==> config.mk <==
export PLATFORM = sky130hd
export DESIGN_NAME = pfs_scan
export DESIGN_NICKNAME = d
export VERILOG_FILES = /design/src/inc/pfs_pkg.sv /design/src/verilog/pfs_scan.sv
export VERILOG_INCLUDE_DIRS = /design/src /design/src/inc
export SDC_FILE = /design/constraint.sdc
export NUM_CORES = 1
export LEC_CHECK = 0
export BUFFER_PORTS_ARGS = -buffer_cell sky130_fd_sc_hd__buf_4
export CORE_MARGIN = 2
export CORE_UTILIZATION = 45
export CTS_BUF_LIST = sky130_fd_sc_hd__clkbuf_16
export DETAILED_ROUTE_END_ITERATION = 12
export PLACE_DENSITY_LB_ADDON = 0.05
export SLEW_MARGIN = 0
export SYNTH_ARGS = -nofsm -noshare
export SYNTH_HDL_FRONTEND = slang
export SYNTH_SLANG_ARGS = --single-unit
==> constraint.sdc <==
create_clock -name mclk_i -period 9.9 [get_ports mclk_i]
set_clock_uncertainty 0.15 [all_clocks]
set_input_delay 0 -clock mclk_i [delete_from_list [all_inputs] [get_ports mclk_i]]
set_output_delay 0 -clock mclk_i [all_outputs]
set_load 0.01 [all_outputs]
==> src/inc/pfs_consts.svh <==
// constants for the input filter and i/o scan block
`ifndef PFS_CONSTS_SVH
`define PFS_CONSTS_SVH

// point counts and word widths
`define PFS_N_DI 16
`define PFS_N_DQ 16
`define PFS_WORD_W 16
`define PFS_ACC_W 23
`define PFS_IDX_W 5

// word addresses inside the data memories
`define PFS_AOUT_EXP_ADDR 16'h0001
`define PFS_AOUT_FILT_ADDR 16'h000b
`define PFS_AIN_UPPER_ADDR 16'h0010
`define PFS_AIN_LOWER_ADDR 16'h0011
`define PFS_G_SWEEP_ADDR 16'h0000
`define PFS_M_OUT_ON_ADDR 16'h0000

// reset values and limits of the setting words
`define PFS_FILT_RST 16'h0006
`define PFS_FILT_MIN 16'h0001
`define PFS_FILT_MAX 16'h0028
`define PFS_EXP_RST 3'h4

// half-millisecond filter tick
`define PFS_TICK_US 500
`define PFS_CLK_MHZ 20
`define PFS_TICK_CYC (`PFS_TICK_US * `PFS_CLK_MHZ)

`endif

==> src/inc/pfs_pkg.sv <==
// types shared by the scan block and its bench
package pfs_pkg;

    // data memory spaces touched by the scanner
    typedef enum logic [2:0] {
        SP_AIN = 3'h0,
        SP_DI = 3'h1,
        SP_MI = 3'h2,
        SP_AOUT = 3'h3,
        SP_DQ = 3'h4,
        SP_GL = 3'h5
    } pfs_space_t;

    typedef struct packed {
        logic valid;
        pfs_space_t space;
        logic [15:0] addr;
        logic [15:0] data;
    } pfs_mem_wr_t;

    typedef struct packed {
        logic valid;
        pfs_space_t space;
        logic [15:0] addr;
    } pfs_mem_rd_t;

    // system status bits
    typedef struct packed {
        logic outputs_on;
        logic scan_busy;
        logic pot_ready;
    } pfs_status_t;

    typedef enum logic [2:0] {
        ST_IDLE = 3'h0,
        ST_CFG = 3'h1,
        ST_DI = 3'h2,
        ST_POT = 3'h3,
        ST_GL = 3'h4,
        ST_WAIT = 3'h5,
        ST_OUT = 3'h6,
        ST_DONE = 3'h7
    } pfs_state_t;

endpackage : pfs_pkg

==> src/verilog/pfs_scan.sv <==
// input filtering and sweep-ordered i/o scan engine
//
// How it works
// - writes analog-input, discrete-input, internal-bit memory; reads outputs; reads/writes global.
// - input points are sampled lowest address first, highest last.
// - output scan begins right after the logic solution completes.
// - outputs are updated in ascending address order, like inputs.
// - all outputs stay off from power-up until the first output scan ends.
// - filter time 0.5 to 20 ms in 0.5 ms steps, changeable live.
// - one setting unit equals half a millisecond, valid range 1 to 40.
// - settings below 1 act as 1, above 40 act as 40.
// - the filter setting word resets to 6, that is 3 ms.
// - effective filter time is within half a millisecond of the setting.
// - a pulse longer than sweep and filter time always reaches memory.
// - two pot channels, upper to first result word, lower to second.
// - one pot sample per sweep, average stored once the count is reached.
// - samples averaged equal two to the power of the exponent word.
// - only the low three exponent bits count, giving 0 to 7.
// - nothing published before the count; exponent zero publishes every sweep.
// - the exponent word resets to 4, sixteen samples.
// - diagnostics exist only as system status bits, none per point.
`include "pfs_consts.svh"
`timescale 1ns/1ps
`default_nettype none

module pfs_scan #(
    parameter int TICK_CYCLES = `PFS_TICK_CYC
) (
    input wire logic mclk_i,
    input wire logic nrst_i,
    input wire logic ce_i,
    input wire logic sweep_i,
    input wire logic logic_done_i,
    input wire logic [`PFS_N_DI-1:0] din_i,
    input wire logic [1:0][`PFS_WORD_W-1:0] pot_raw_i,
    input wire logic [`PFS_WORD_W-1:0] rd_data_i,
    output pfs_pkg::pfs_mem_rd_t rd_o,
    output pfs_pkg::pfs_mem_wr_t wr_o,
    output logic [`PFS_N_DQ-1:0] dout_o,
    output logic [1:0][`PFS_WORD_W-1:0] pot_result_o,
    output pfs_pkg::pfs_status_t status_o
);

    pfs_pkg::pfs_state_t state_q;
    logic [`PFS_IDX_W-1:0] idx_q;
    logic [`PFS_WORD_W-1:0] filt_set_q;
    logic [2:0] exp_q;
    logic [5:0] filt_lim;
    logic [13:0] tick_cnt_q;
    logic tick;
    logic [`PFS_N_DI-1:0] di_filt_q;
    logic [`PFS_N_DQ-1:0] dout_q;
    logic outs_on_q;
    logic [1:0] pot_have_q;
    pfs_pkg::pfs_mem_wr_t wr_q;

    // free-running half-millisecond tick
    always_ff @(posedge mclk_i or negedge nrst_i)
    begin
        if (!nrst_i)
            tick_cnt_q <= 14'h0000;
        else if (ce_i)
        begin
            if (tick)
                tick_cnt_q <= 14'h0000;
            else
                tick_cnt_q <= tick_cnt_q + 14'h0001;
        end
    end
    assign tick = (tick_cnt_q == 14'(TICK_CYCLES - 1));

    // setting word read as signed, clamped into the legal window
    always_comb
    begin
        if ($signed(filt_set_q) < $signed(`PFS_FILT_MIN))
            filt_lim = 6'(`PFS_FILT_MIN);
        else if ($signed(filt_set_q) > $signed(`PFS_FILT_MAX))
            filt_lim = 6'(`PFS_FILT_MAX);
        else
            filt_lim = filt_set_q[5:0];
    end

    // per-point stability filter; the tick is free running, so the first
    // interval is partial and the delay lands within one tick of the setting
    genvar gi;
    generate
        for (gi = 0; gi < `PFS_N_DI; gi++)
        begin : g_di
            logic [5:0] cnt_q;
            always_ff @(posedge mclk_i or negedge nrst_i)
            begin
                if (!nrst_i)
                begin
                    cnt_q <= 6'h00;
                    di_filt_q[gi] <= 1'b0;
                end
                else if (ce_i)
                begin
                    if (din_i[gi] == di_filt_q[gi])
                        cnt_q <= 6'h00;
                    else if (tick)
                    begin
                        if (cnt_q + 6'h01 >= filt_lim)
                        begin
                            di_filt_q[gi] <= din_i[gi];
                            cnt_q <= 6'h00;
                        end
                        else
                            cnt_q <= cnt_q + 6'h01;
                    end
                end
            end
        end
    endgenerate

    // pot averaging, one sample per sweep pulse
    generate
        for (gi = 0; gi < 2; gi++)
        begin : g_pot
            logic [`PFS_ACC_W-1:0] acc_q;
            logic [`PFS_ACC_W-1:0] sum;
            logic [7:0] n_q;
            logic [8:0] n_goal;
            logic [`PFS_ACC_W-1:0] avg;
            assign sum = acc_q + `PFS_ACC_W'(pot_raw_i[gi]);
            assign n_goal = 9'h001 << exp_q;
            assign avg = sum >> exp_q;
            always_ff @(posedge mclk_i or negedge nrst_i)
            begin
                if (!nrst_i)
                begin
                    acc_q <= '0;
                    n_q <= 8'h00;
                    pot_have_q[gi] <= 1'b0;
                    pot_result_o[gi] <= 16'h0000;
                end
                else if (ce_i && sweep_i && state_q == pfs_pkg::ST_IDLE)
                begin
                    if ({1'b0, n_q} + 9'h001 >= n_goal)
                    begin
                        pot_result_o[gi] <= avg[`PFS_WORD_W-1:0];
                        pot_have_q[gi] <= 1'b1;
                        acc_q <= '0;
                        n_q <= 8'h00;
                    end
                    else
                    begin
                        acc_q <= sum;
                        n_q <= n_q + 8'h01;
                    end
                end
            end
        end
    endgenerate

    // sweep sequencer: settings, inputs, pots, global, wait, outputs
    always_ff @(posedge mclk_i or negedge nrst_i)
    begin
        if (!nrst_i)
        begin
            state_q <= pfs_pkg::ST_IDLE;
            idx_q <= '0;
        end
        else if (ce_i)
        begin
            case (state_q)
                pfs_pkg::ST_IDLE:
                begin
                    idx_q <= '0;
                    if (sweep_i)
                        state_q <= pfs_pkg::ST_CFG;
                end
                pfs_pkg::ST_CFG:
                begin
                    idx_q <= idx_q + 5'h01;
                    if (idx_q == 5'h02)
                    begin
                        idx_q <= '0;
                        state_q <= pfs_pkg::ST_DI;
                    end
                end
                pfs_pkg::ST_DI:
                begin
                    idx_q <= idx_q + 5'h01;
                    if (idx_q == 5'(`PFS_N_DI - 1))
                    begin
                        idx_q <= '0;
                        state_q <= pfs_pkg::ST_POT;
                    end
                end
                pfs_pkg::ST_POT:
                begin
                    idx_q <= idx_q + 5'h01;
                    if (idx_q == 5'h01)
                    begin
                        idx_q <= '0;
                        state_q <= pfs_pkg::ST_GL;
                    end
                end
                pfs_pkg::ST_GL:
                begin
                    idx_q <= idx_q + 5'h01;
                    if (idx_q == 5'h01)
                    begin
                        idx_q <= '0;
                        state_q <= pfs_pkg::ST_WAIT;
                    end
                end
                pfs_pkg::ST_WAIT:
                    if (logic_done_i)
                        state_q <= pfs_pkg::ST_OUT;
                pfs_pkg::ST_OUT:
                begin
                    idx_q <= idx_q + 5'h01;
                    if (idx_q == 5'(`PFS_N_DQ))
                        state_q <= pfs_pkg::ST_DONE;
                end
                pfs_pkg::ST_DONE:
                begin
                    idx_q <= '0;
                    state_q <= pfs_pkg::ST_IDLE;
                end
                default:
                    state_q <= pfs_pkg::ST_IDLE;
            endcase
        end
    end

    // memory read requests, answered one cycle later on rd_data_i
    always_comb
    begin
        rd_o = '0;
        case (state_q)
            pfs_pkg::ST_CFG:
            begin
                rd_o.valid = (idx_q < 5'h02);
                rd_o.space = pfs_pkg::SP_AOUT;
                rd_o.addr = (idx_q == 5'h00) ? `PFS_AOUT_EXP_ADDR : `PFS_AOUT_FILT_ADDR;
            end
            pfs_pkg::ST_GL:
            begin
                rd_o.valid = (idx_q == 5'h00);
                rd_o.space = pfs_pkg::SP_GL;
                rd_o.addr = `PFS_G_SWEEP_ADDR;
            end
            pfs_pkg::ST_OUT:
            begin
                rd_o.valid = (idx_q < 5'(`PFS_N_DQ));
                rd_o.space = pfs_pkg::SP_DQ;
                rd_o.addr = 16'(idx_q);
            end
            default:
                rd_o = '0;
        endcase
    end

    // setting words, fetched from analog-output memory each sweep so a
    // change takes hold without a restart
    always_ff @(posedge mclk_i or negedge nrst_i)
    begin
        if (!nrst_i)
        begin
            filt_set_q <= `PFS_FILT_RST;
            exp_q <= `PFS_EXP_RST;
        end
        else if (ce_i && state_q == pfs_pkg::ST_CFG)
        begin
            if (idx_q == 5'h01)
                exp_q <= rd_data_i[2:0];
            if (idx_q == 5'h02)
                filt_set_q <= rd_data_i;
        end
    end

    // memory writes, registered
    always_ff @(posedge mclk_i or negedge nrst_i)
    begin
        if (!nrst_i)
            wr_q <= '0;
        else if (ce_i)
        begin
            wr_q <= '0;
            case (state_q)
                pfs_pkg::ST_DI:
                begin
                    wr_q.valid <= 1'b1;
                    wr_q.space <= pfs_pkg::SP_DI;
                    wr_q.addr <= 16'(idx_q);
                    wr_q.data <= {15'h0000, di_filt_q[idx_q[3:0]]};
                end
                pfs_pkg::ST_POT:
                begin
                    wr_q.valid <= pot_have_q[idx_q[0]];
                    wr_q.space <= pfs_pkg::SP_AIN;
                    wr_q.addr <= idx_q[0] ? `PFS_AIN_LOWER_ADDR : `PFS_AIN_UPPER_ADDR;
                    wr_q.data <= pot_result_o[idx_q[0]];
                end
                pfs_pkg::ST_GL:
                begin
                    wr_q.valid <= (idx_q == 5'h01);
                    wr_q.space <= pfs_pkg::SP_GL;
                    wr_q.addr <= `PFS_G_SWEEP_ADDR;
                    wr_q.data <= rd_data_i + 16'h0001;
                end
                pfs_pkg::ST_DONE:
                begin
                    wr_q.valid <= 1'b1;
                    wr_q.space <= pfs_pkg::SP_MI;
                    wr_q.addr <= `PFS_M_OUT_ON_ADDR;
                    wr_q.data <= 16'h0001;
                end
                default:
                    wr_q <= '0;
            endcase
        end
    end
    assign wr_o = wr_q;

    // output image, captured in ascending order as read data returns
    always_ff @(posedge mclk_i or negedge nrst_i)
    begin
        if (!nrst_i)
            dout_q <= '0;
        else if (ce_i && state_q == pfs_pkg::ST_OUT && idx_q != 5'h00)
            dout_q[4'(idx_q - 5'h01)] <= rd_data_i[0];
    end

    // outputs held off until the first full output scan has finished
    always_ff @(posedge mclk_i or negedge nrst_i)
    begin
        if (!nrst_i)
            outs_on_q <= 1'b0;
        else if (ce_i && state_q == pfs_pkg::ST_DONE)
            outs_on_q <= 1'b1;
    end
    assign dout_o = outs_on_q ? dout_q : '0;

    // only block-level status bits, no per-point diagnostics
    assign status_o.outputs_on = outs_on_q;
    assign status_o.scan_busy = (state_q != pfs_pkg::ST_IDLE);
    assign status_o.pot_ready = &pot_have_q;

endmodule : pfs_scan

`default_nettype wire

==> impl_metrics.csv, run 1 <==
group,metric,value,unit
routing,drtPass1Iterations,5,
yosys,ys_async_sr_fraction,100,%
layout,fin_area,0.0236,mm2
layout,fin_cells,3092,
routing,ant_nets,0,
placement,dp_hpwl,41100,um
setup_path,end_kind,"flip-flop",
yosys,postSynthCellCount,2310,
placement,placed_cell_area,0.0219,mm2
floorplanning,ios,176,
setup_path,worst_ep_required_time,10.17,ns
setup_path,startpoint_type,"flip-flop",
layout,final_util,53.1,%
routing,routed_wl,57700,um
yosys,syn_area,0.0204,mm2
yosys,yosysSeqAreaShare,35.8,%
layout,fin_nets,2705,
routing,drt_iter0_drc,1013,
clock_tree,clk_pin_slew_worst_paths,0.06,ns
placement,placement.io_buffers,153,
yosys,synth_flop_cell,"dfrtp_1",
routing,drc,0,
yosys,yosys.area_share.adder,10.6,%
power,leakage,11.1,nW
sta,slew_headroom,22.7,%
sta,rsz0062_at_grt,"false",
yosys,synth-xor-area-share,6.79,%
floorplanning,dieArea,0.0470,mm2
yosys,ys_ff_latch,291,
sta,fin_crit,5.13,ns
yosys,synth_edf_count,0,
setup_path,cp_max_fo,34,
layout,diodes,0,
run_status,run_status,"complete, no violations",
layout,multi_input_area,0.0122,mm2
yosys,yosysUniqueCellTypes,89,
hold_path,holdCritPathClass,"primary input to flip-flop",
routing,wl_per_cell,18.6,um
clock_tree,clock_latency,0.56,ns
yosys,netlist_top_cells_area,"dfrtp_1, ha_1, nand2_1",
yosys,synth-compound-area-share,17.8,%
sta,setup_viol,0,
layout,fill_cells,4129,
clock_tree,clock_sinks,291,
yosys,netlist.area_leader.share,35.4,%
global_routing,grt_util_all_layers,24.4,%
floorplanning,coreArea,0.0444,mm2
clock_tree,clockBufferDepth,3,
sta,worstMarginPinSlew,1.16,ns
sta,timing.final.crit_share,51.8,%
yosys,synth_top_cell_by_area,"dfrtp_1",
yosys,ys_warn_count,0,
floorplanning,die_y,217,um
power,p_per_area,258,mW/mm2
floorplanning,start_util,45.9,%
sta,fmax,0.195,GHz
sta,slew_viol_final,0,
power,finalPower,6.09,mW
yosys,synth_simple_gate_area_share,17.3,%
power,irDropWorstVdd,0.195,mV
global_routing,grt_pass1_vias,16700,
global_routing,antenna_found_initial,0,
yosys,synthMuxAreaShare,6.79,%
job,cap_violations,0,
floorplanning,placementRows,77,
placement,place_congestion,0.858,
clock_tree,cts_buffers,37,
layout,drive_gt1_share,12.7,%
clock_tree,cts_tree,"built",
floorplanning,die_x,217,um
sta,hold_violations,0,
sta,setup-tns-final,0,ns
yosys,synth.most_common_cell,"nand2_1",
clock_tree,cts_resized,0,
setup_path,cp.arrival,5.40,ns
clock_tree,h-tree-depth,2,
global_routing,grt_max_degree,99,
routing,via_count,17200,
yosys,yosys-top-cells-count,"nand2_1, dfrtp_1, o21ai_0, ha_1, nor2_1",
yosys,synth_top_family_by_area,"compound AO/OA/AOI/OAI gates",
setup_path,criticalPathCategory,"flip-flop to flip-flop",
layout,syn2layout_area_growth,15.8,%
routing,vias_per_cell,5.55,
yosys,syn_area_per_cell,8.82,um2
global_routing,grt-ovfl-total,0,
clock_tree,root_buffer,"clkbuf_16",
placement,dpl.cell_count,2975,
global_routing,grt_pass1_wl,91700,um
layout,regArea,0.00729,mm2
## area by class of cell
| class | count | share of cell area [%] |
|---|---|---|
| Clock inverter | 26 | 0.971 |
| Multi-Input combinational cell | 1815 | 51.6 |
| Sequential cell | 291 | 30.9 |
| Tap cell | 592 | 3.14 |
| Timing Repair Buffer | 222 | 7.75 |
| Inverter | 109 | 1.74 |
| Clock buffer | 37 | 3.93 |
## kinds of logic (layout without fill, tap and decap cells)
logic type | after synthesis | after routing
xor gates and xnor gates | 157 | 157
other | 1 | 22
and+or+nand+nor | 775 | 775
buffers and inverters | 225 | 394
muxes | 114 | 114
DFF | 291 | 291
AOI/OAI and AO/OA | 572 | 572
adders and majority gates | 175 | 175
## final timing paths
path                                                start                             to  slack, ns  cells past startpoint
worst max-delay path                 exp_q[2]$_DFFE_PN1P_   pot_result_o[31]$_DFFE_PN0P_       4.77                     10
worst min-delay path                         pot_raw_i[6]  g_pot[0].acc_q[6]$_DFFE_PN0P_       0.02                      4
worst max register to register       exp_q[2]$_DFFE_PN1P_   pot_result_o[31]$_DFFE_PN0P_       4.77                     10
worst min register to register  filt_set_q[9]$_DFFE_PN0P_      filt_set_q[9]$_DFFE_PN0P_       0.33                      2
max in group asynchronous                          nrst_i    pot_result_o[8]$_DFFE_PN0P_       7.50                      5
min in group asynchronous                          nrst_i   g_di[0].cnt_q[2]$_DFFE_PN0P_       0.45                      4
## repair_timing
action,4_1_cts,5_1_grt
buffers inserted,0,0
hold buffers,54,0
endpoints found under the hold margin,280,0
endpoints found under the setup margin,0,0
## state kept, by name, indices dropped and copies added (netlist names)
signal and cells:
exp_q 3, di_filt_q 16, g_pot.n_q 16, pot_have_q 2, outs_on_q 1, idx_q 5
g_di.cnt_q 96, g_pot.acc_q 46, pot_result_o 32, filt_set_q 16, state_q 3, wr_o 25
tick_cnt_q 14, dout_q 16
## stage by stage
stage / worst slack (ns) / hold slack [ns]
after detailed placement: 4.88 / -0.0667
final: 4.77 / 0.0150
after global placement: 5.03 / -0.0632
after floorplan: 6.31 / -0.446
after global routing: 4.21 / 0.0649
after CTS: 4.81 / 0.000762
## worst max-delay path, cell delays in order, from the launching register on
cell and delay, ns:
dfstp_2 0.96, inv_1 0.58, nor2_1 0.44, nand2_1 0.19
ha_1 0.37, and3_1 0.16, a211oi_1 0.07, o211ai_1 0.72
nand2_1 0.63, a2111oi_0 0.57, a21oi_1 0.13
## layer usage
metal | wire length, um | up-vias | track usage, % | share of wire [%]
met3 | 2550 | 77 | 3.97 | 4.4
met1 | 26300 | 8335 | 32.7 | 46
li1 | - | 8421 | - | -
met5 | 0 | - | 0 | 0
met4 | 1380 | 0 | 6.67 | 2.4
met2 | 27400 | 326 | 41.0 | 48
## placed cells by master (no fill, tap or decap), drive strengths merged, types with 8 or more instances in the layout
cell	instances
xor2	80
clkbuf	37
nand3	84
nand2	343
inv	120
nor2b	12
and2	29
o31ai	43
o21bai	9
maj3	15
dfrtp	288
o21a	10
mux2	57
buf	169
and3	22
nand4	11
mux4	13
mux2i	44
o211ai	26
nor2	153
a31oi	8
conb	22
dlygate4sd3	53
clkinv	9
nand2b	63
xnor2	77
a21oi	111
o21ai	198
a21o	60
ha	158
nor3	24
o22ai	17
a211oi	26
## where the power goes
part | switching (mW) | internal (mW)
clock network | 0.549 | 0.782
registers | 0.330 | 1.41
logic | 1.79 | 1.23
No activity file was read; power rests on OpenSTA's default activity.
==> run 2: changes to the inputs <==
Settings changed: ABC_AREA from default to 1.
Clock period 9.9 ns to 4.2 ns, I/O delays scaled along.
==> run 2 against run 1 <==
  * Synthesized cell count up 32%
  * Fmax up 41%
  * Critical path depth rose by 6
  * Highest routed layer unchanged
  * Critical endpoint is now g_di[15].cnt_q[2]$_DFFE_PN0P_
  * Via count grew 20%
  * Setup slack worse by 4.2 ns
  * Register-to-register slack worse by 4.2 ns
  * Non-clock buffer count rose by 25
  * Utilization grew 0.050 points
  * Combinational power increased by 87%
==> impl_metrics.csv, run 2 <==
group,metric,value,unit
yosys,yosysUniqueCellTypes,65,
sta,timing.hold.ws,0.0273,ns
yosys,yosys-top-cells-count,"nand2_1, inv_1, nand3_1, dfrtp_1, nor2_1",
setup_path,cp.arrival,3.96,ns
yosys,ys_async_sr_fraction,100,%
sta,fin_crit,3.63,ns
global_routing,grt_max_degree,95,
sta,rsz0062_at_grt,"false",
setup_path,cp_slowest_stage_delay,0.47,ns
yosys,ys_ff_latch,291,
floorplanning,ios,176,
global_routing,grt_pass1_wl,107000,um
routing,vias_per_cell,5.25,
yosys,netlist.area_leader.share,33.4,%
clock_tree,root_buffer,"clkbuf_16",
clock_tree,cts_buffers,38,
layout,largest_reg_flops,96,
setup_path,critPathTopFamily,"compound AO/OA/AOI/OAI gates",
clock_tree,cts_tree,"built",
clock_tree,holdBufCountCts,60,
power,irDropWorstVdd,0.486,mV
yosys,synth_flop_cell,"dfrtp_1",
yosys,syn_area,0.0216,mm2
yosys,synth_top_cell_by_area,"dfrtp_1",
sta,timing.final.crit_share,86.3,%
yosys,netlist_top_cells_area,"dfrtp_1, nand2_1, ha_1",
setup_path,slowest_stage,"nand3_1",
yosys,syn_area_per_cell,7.09,um2
setup_path,timing.critical_path.buf_inv,2,
setup_path,path_cells,"or2_0 > nor2_1 > nand2_1 > o21ai_2 > a31oi_1 > inv_1 > nand3_1 > buf_4 > ha_1 > o21ai_0 > a21boi_0 > o21ai_0 > a21oi_1 > o21bai_2 > nand3_2 > o21ai_0",
sta,setup-tns-final,0,ns
global_routing,grt_pass1_vias,20100,
layout,top_regs,"g_di.cnt_q (96), g_pot.acc_q (46), pot_result_o (32)",
floorplanning,placementRows,80,
layout,drive_gt1_share,10.2,%
yosys,synth_edf_count,0,
sta,setup_viol,0,
layout,syn2layout_area_growth,17.0,%
run_status,run_status,"complete, no violations",
sta,fmax,0.276,GHz
yosys,synth.most_common_cell,"nand2_1",
global_routing,grt-ovfl-total,0,
setup_path,r2r_slack,0.57,ns
setup_path,regToRegStartpoint,"filt_set_q[15]$_DFFE_PN0P_",
layout,final_common_cell,"nand2_1",
placement,dp_hpwl,49700,um
routing,wl_per_cell,17.1,um
hold_path,holdPathEnd,"g_pot[0].acc_q[10]$_DFFE_PN0P_",
floorplanning,dieArea,0.0498,mm2
clock_tree,clock_latency,0.57,ns
routing,drtPass1Iterations,7,
layout,fill_cells,4678,
routing,via_count,20500,
routing,ant_nets,0,
global_routing,antenna_found_initial,1,
setup_path,cpMostUsedCell,"o21ai_0",
setup_path,startpoint_type,"flip-flop",
layout,fin_nets,3488,
placement,place_congestion,0.916,
routing,routed_wl,67000,um
clock_tree,h-tree-depth,2,
layout,largest_register,"g_di.cnt_q",
sta,hold_violations,0,
hold_path,holdCritPathClass,"primary input to flip-flop",
hold_path,holdPathStages,6,
setup_path,end_kind,"flip-flop",
setup_path,r2r-end,"g_di[15].cnt_q[2]$_DFFE_PN0P_",
hold_path,min-delay-start,"pot_raw_i[10]",
routing,drt_iter0_drc,1165,
setup_path,worst_ep_required_time,4.53,ns
yosys,ys_warn_count,0,
setup_path,criticalPathCategory,"flip-flop to flip-flop",
power,leakage,13.5,nW
sta,slew_viol_final,0,
floorplanning,die_x,223,um
clock_tree,clk_pin_slew_worst_paths,0.06,ns
sta,worstMarginPinSlew,0.871,ns
clock_tree,clock_sinks,291,
setup_path,rr_worst_depth,16,
floorplanning,die_y,223,um
job,cap_violations,0,
layout,mostFrequentLayoutCells,"nand2_1, inv_1, nand3_1, dfrtp_1, nor2_1",
sta,slew_headroom,41.8,%
clock_tree,cts_resized,0,
clock_tree,clockBufferDepth,3,
clock_tree,post_cts_buffers,0,
power,p_per_area,514,mW/mm2
yosys,postSynthCellCount,3044,
routing,drc,0,
floorplanning,start_util,45.4,%
yosys,yosysSeqAreaShare,33.7,%
setup_path,cp_max_fo,8,
placement,placement.io_buffers,153,
floorplanning,coreArea,0.0475,mm2
global_routing,grt_util_all_layers,27.0,%
[run 2: worst reg2reg max path, cell delays in order, from the launching register on]
cell and delay, ns:
dfrtp_1 0.37, or2_0 0.23, nor2_1 0.10, nand2_1 0.08, o21ai_2 0.18, a31oi_1 0.11, inv_1 0.11, nand3_1 0.47
buf_4 0.37, ha_1 0.29, o21ai_0 0.07, a21boi_0 0.09, o21ai_0 0.24, a21oi_1 0.13, o21bai_2 0.20, nand3_2 0.15
o21ai_0 0.21
[run 2: layout make-up]
cell class / instances / area (um2) / share of cell area (%)
flip-flops and latches: 291 / 7290 / 28.8
diodes: 2 / 5.00 / 0.0198
clock inverters: 32 / 299 / 1.18
multi-input cells: 2249 / 12300 / 48.6
inverters: 432 / 1620 / 6.43
clock buffers: 38 / 951 / 3.76
repair buffers: 247 / 2050 / 8.13
well taps: 615 / 769 / 3.05
[run 2: worst max-delay path by stage]
stage                                          to                       start  slack [ns]  depth (start not counted)
CTS                 g_di[15].cnt_q[2]$_DFFE_PN0P_  filt_set_q[15]$_DFFE_PN0P_        0.54                         16
global placement     g_di[8].cnt_q[5]$_DFFE_PN0P_  filt_set_q[15]$_DFFE_PN0P_        0.70                         19
global route        g_di[12].cnt_q[1]$_DFFE_PN0P_  filt_set_q[15]$_DFFE_PN0P_        0.27                         17
detailed placement  g_di[15].cnt_q[2]$_DFFE_PN0P_  filt_set_q[15]$_DFFE_PN0P_        0.54                         16
floorplan                di_filt_q[2]$_DFFE_PN0P_  filt_set_q[15]$_DFFE_PN0P_        0.63                         14
finish              g_di[15].cnt_q[2]$_DFFE_PN0P_  filt_set_q[15]$_DFFE_PN0P_        0.57                         16
[run 2: per-stage QoR]
step	setup WS [ns]	cell area (um2)	total power, mW	cells	util (%)
4_1_cts	0.540	25300	13.1	3904	53.1
6_report	0.573	25300	13.0	3906	53.1
3_5_place_dp	0.537	23400	9.62	3774	49.2
2_1_floorplan	0.629	21700	7.50	3065	-
3_3_place_gp	0.700	23400	9.55	3774	49.2
5_1_grt	0.274	25300	13.9	3904	53.1
[run 2: layer usage]
layer,vias up,wire (um),global-route usage [%]
met5,-,0,0
met4,0,2080,8.53
met3,119,3440,4.73
met2,459,33300,47.6
met1,9700,28200,33.6
li1,10200,-,-
[run 2: power by group]
part	total, mW	internal [mW]	switching [mW]
clock	3.32	1.97	1.35
sequential	4.00	3.41	0.589
combinational	5.65	2.02	3.64
total	13.0	7.39	5.58
[run 2: cells by family (layout without fill, tap and decap cells)]
group,after synthesis,after routing,share of synthesized area [%]
simple gates,1542,1542,31.3
fa+ha+maj,160,160,9.34
other cells,1,24,0.0174
xor+xnor,113,113,4.58
flops,291,291,33.7
buf+inv,525,749,9.80
mux,4,4,0.197
compound gates,408,408,11.0
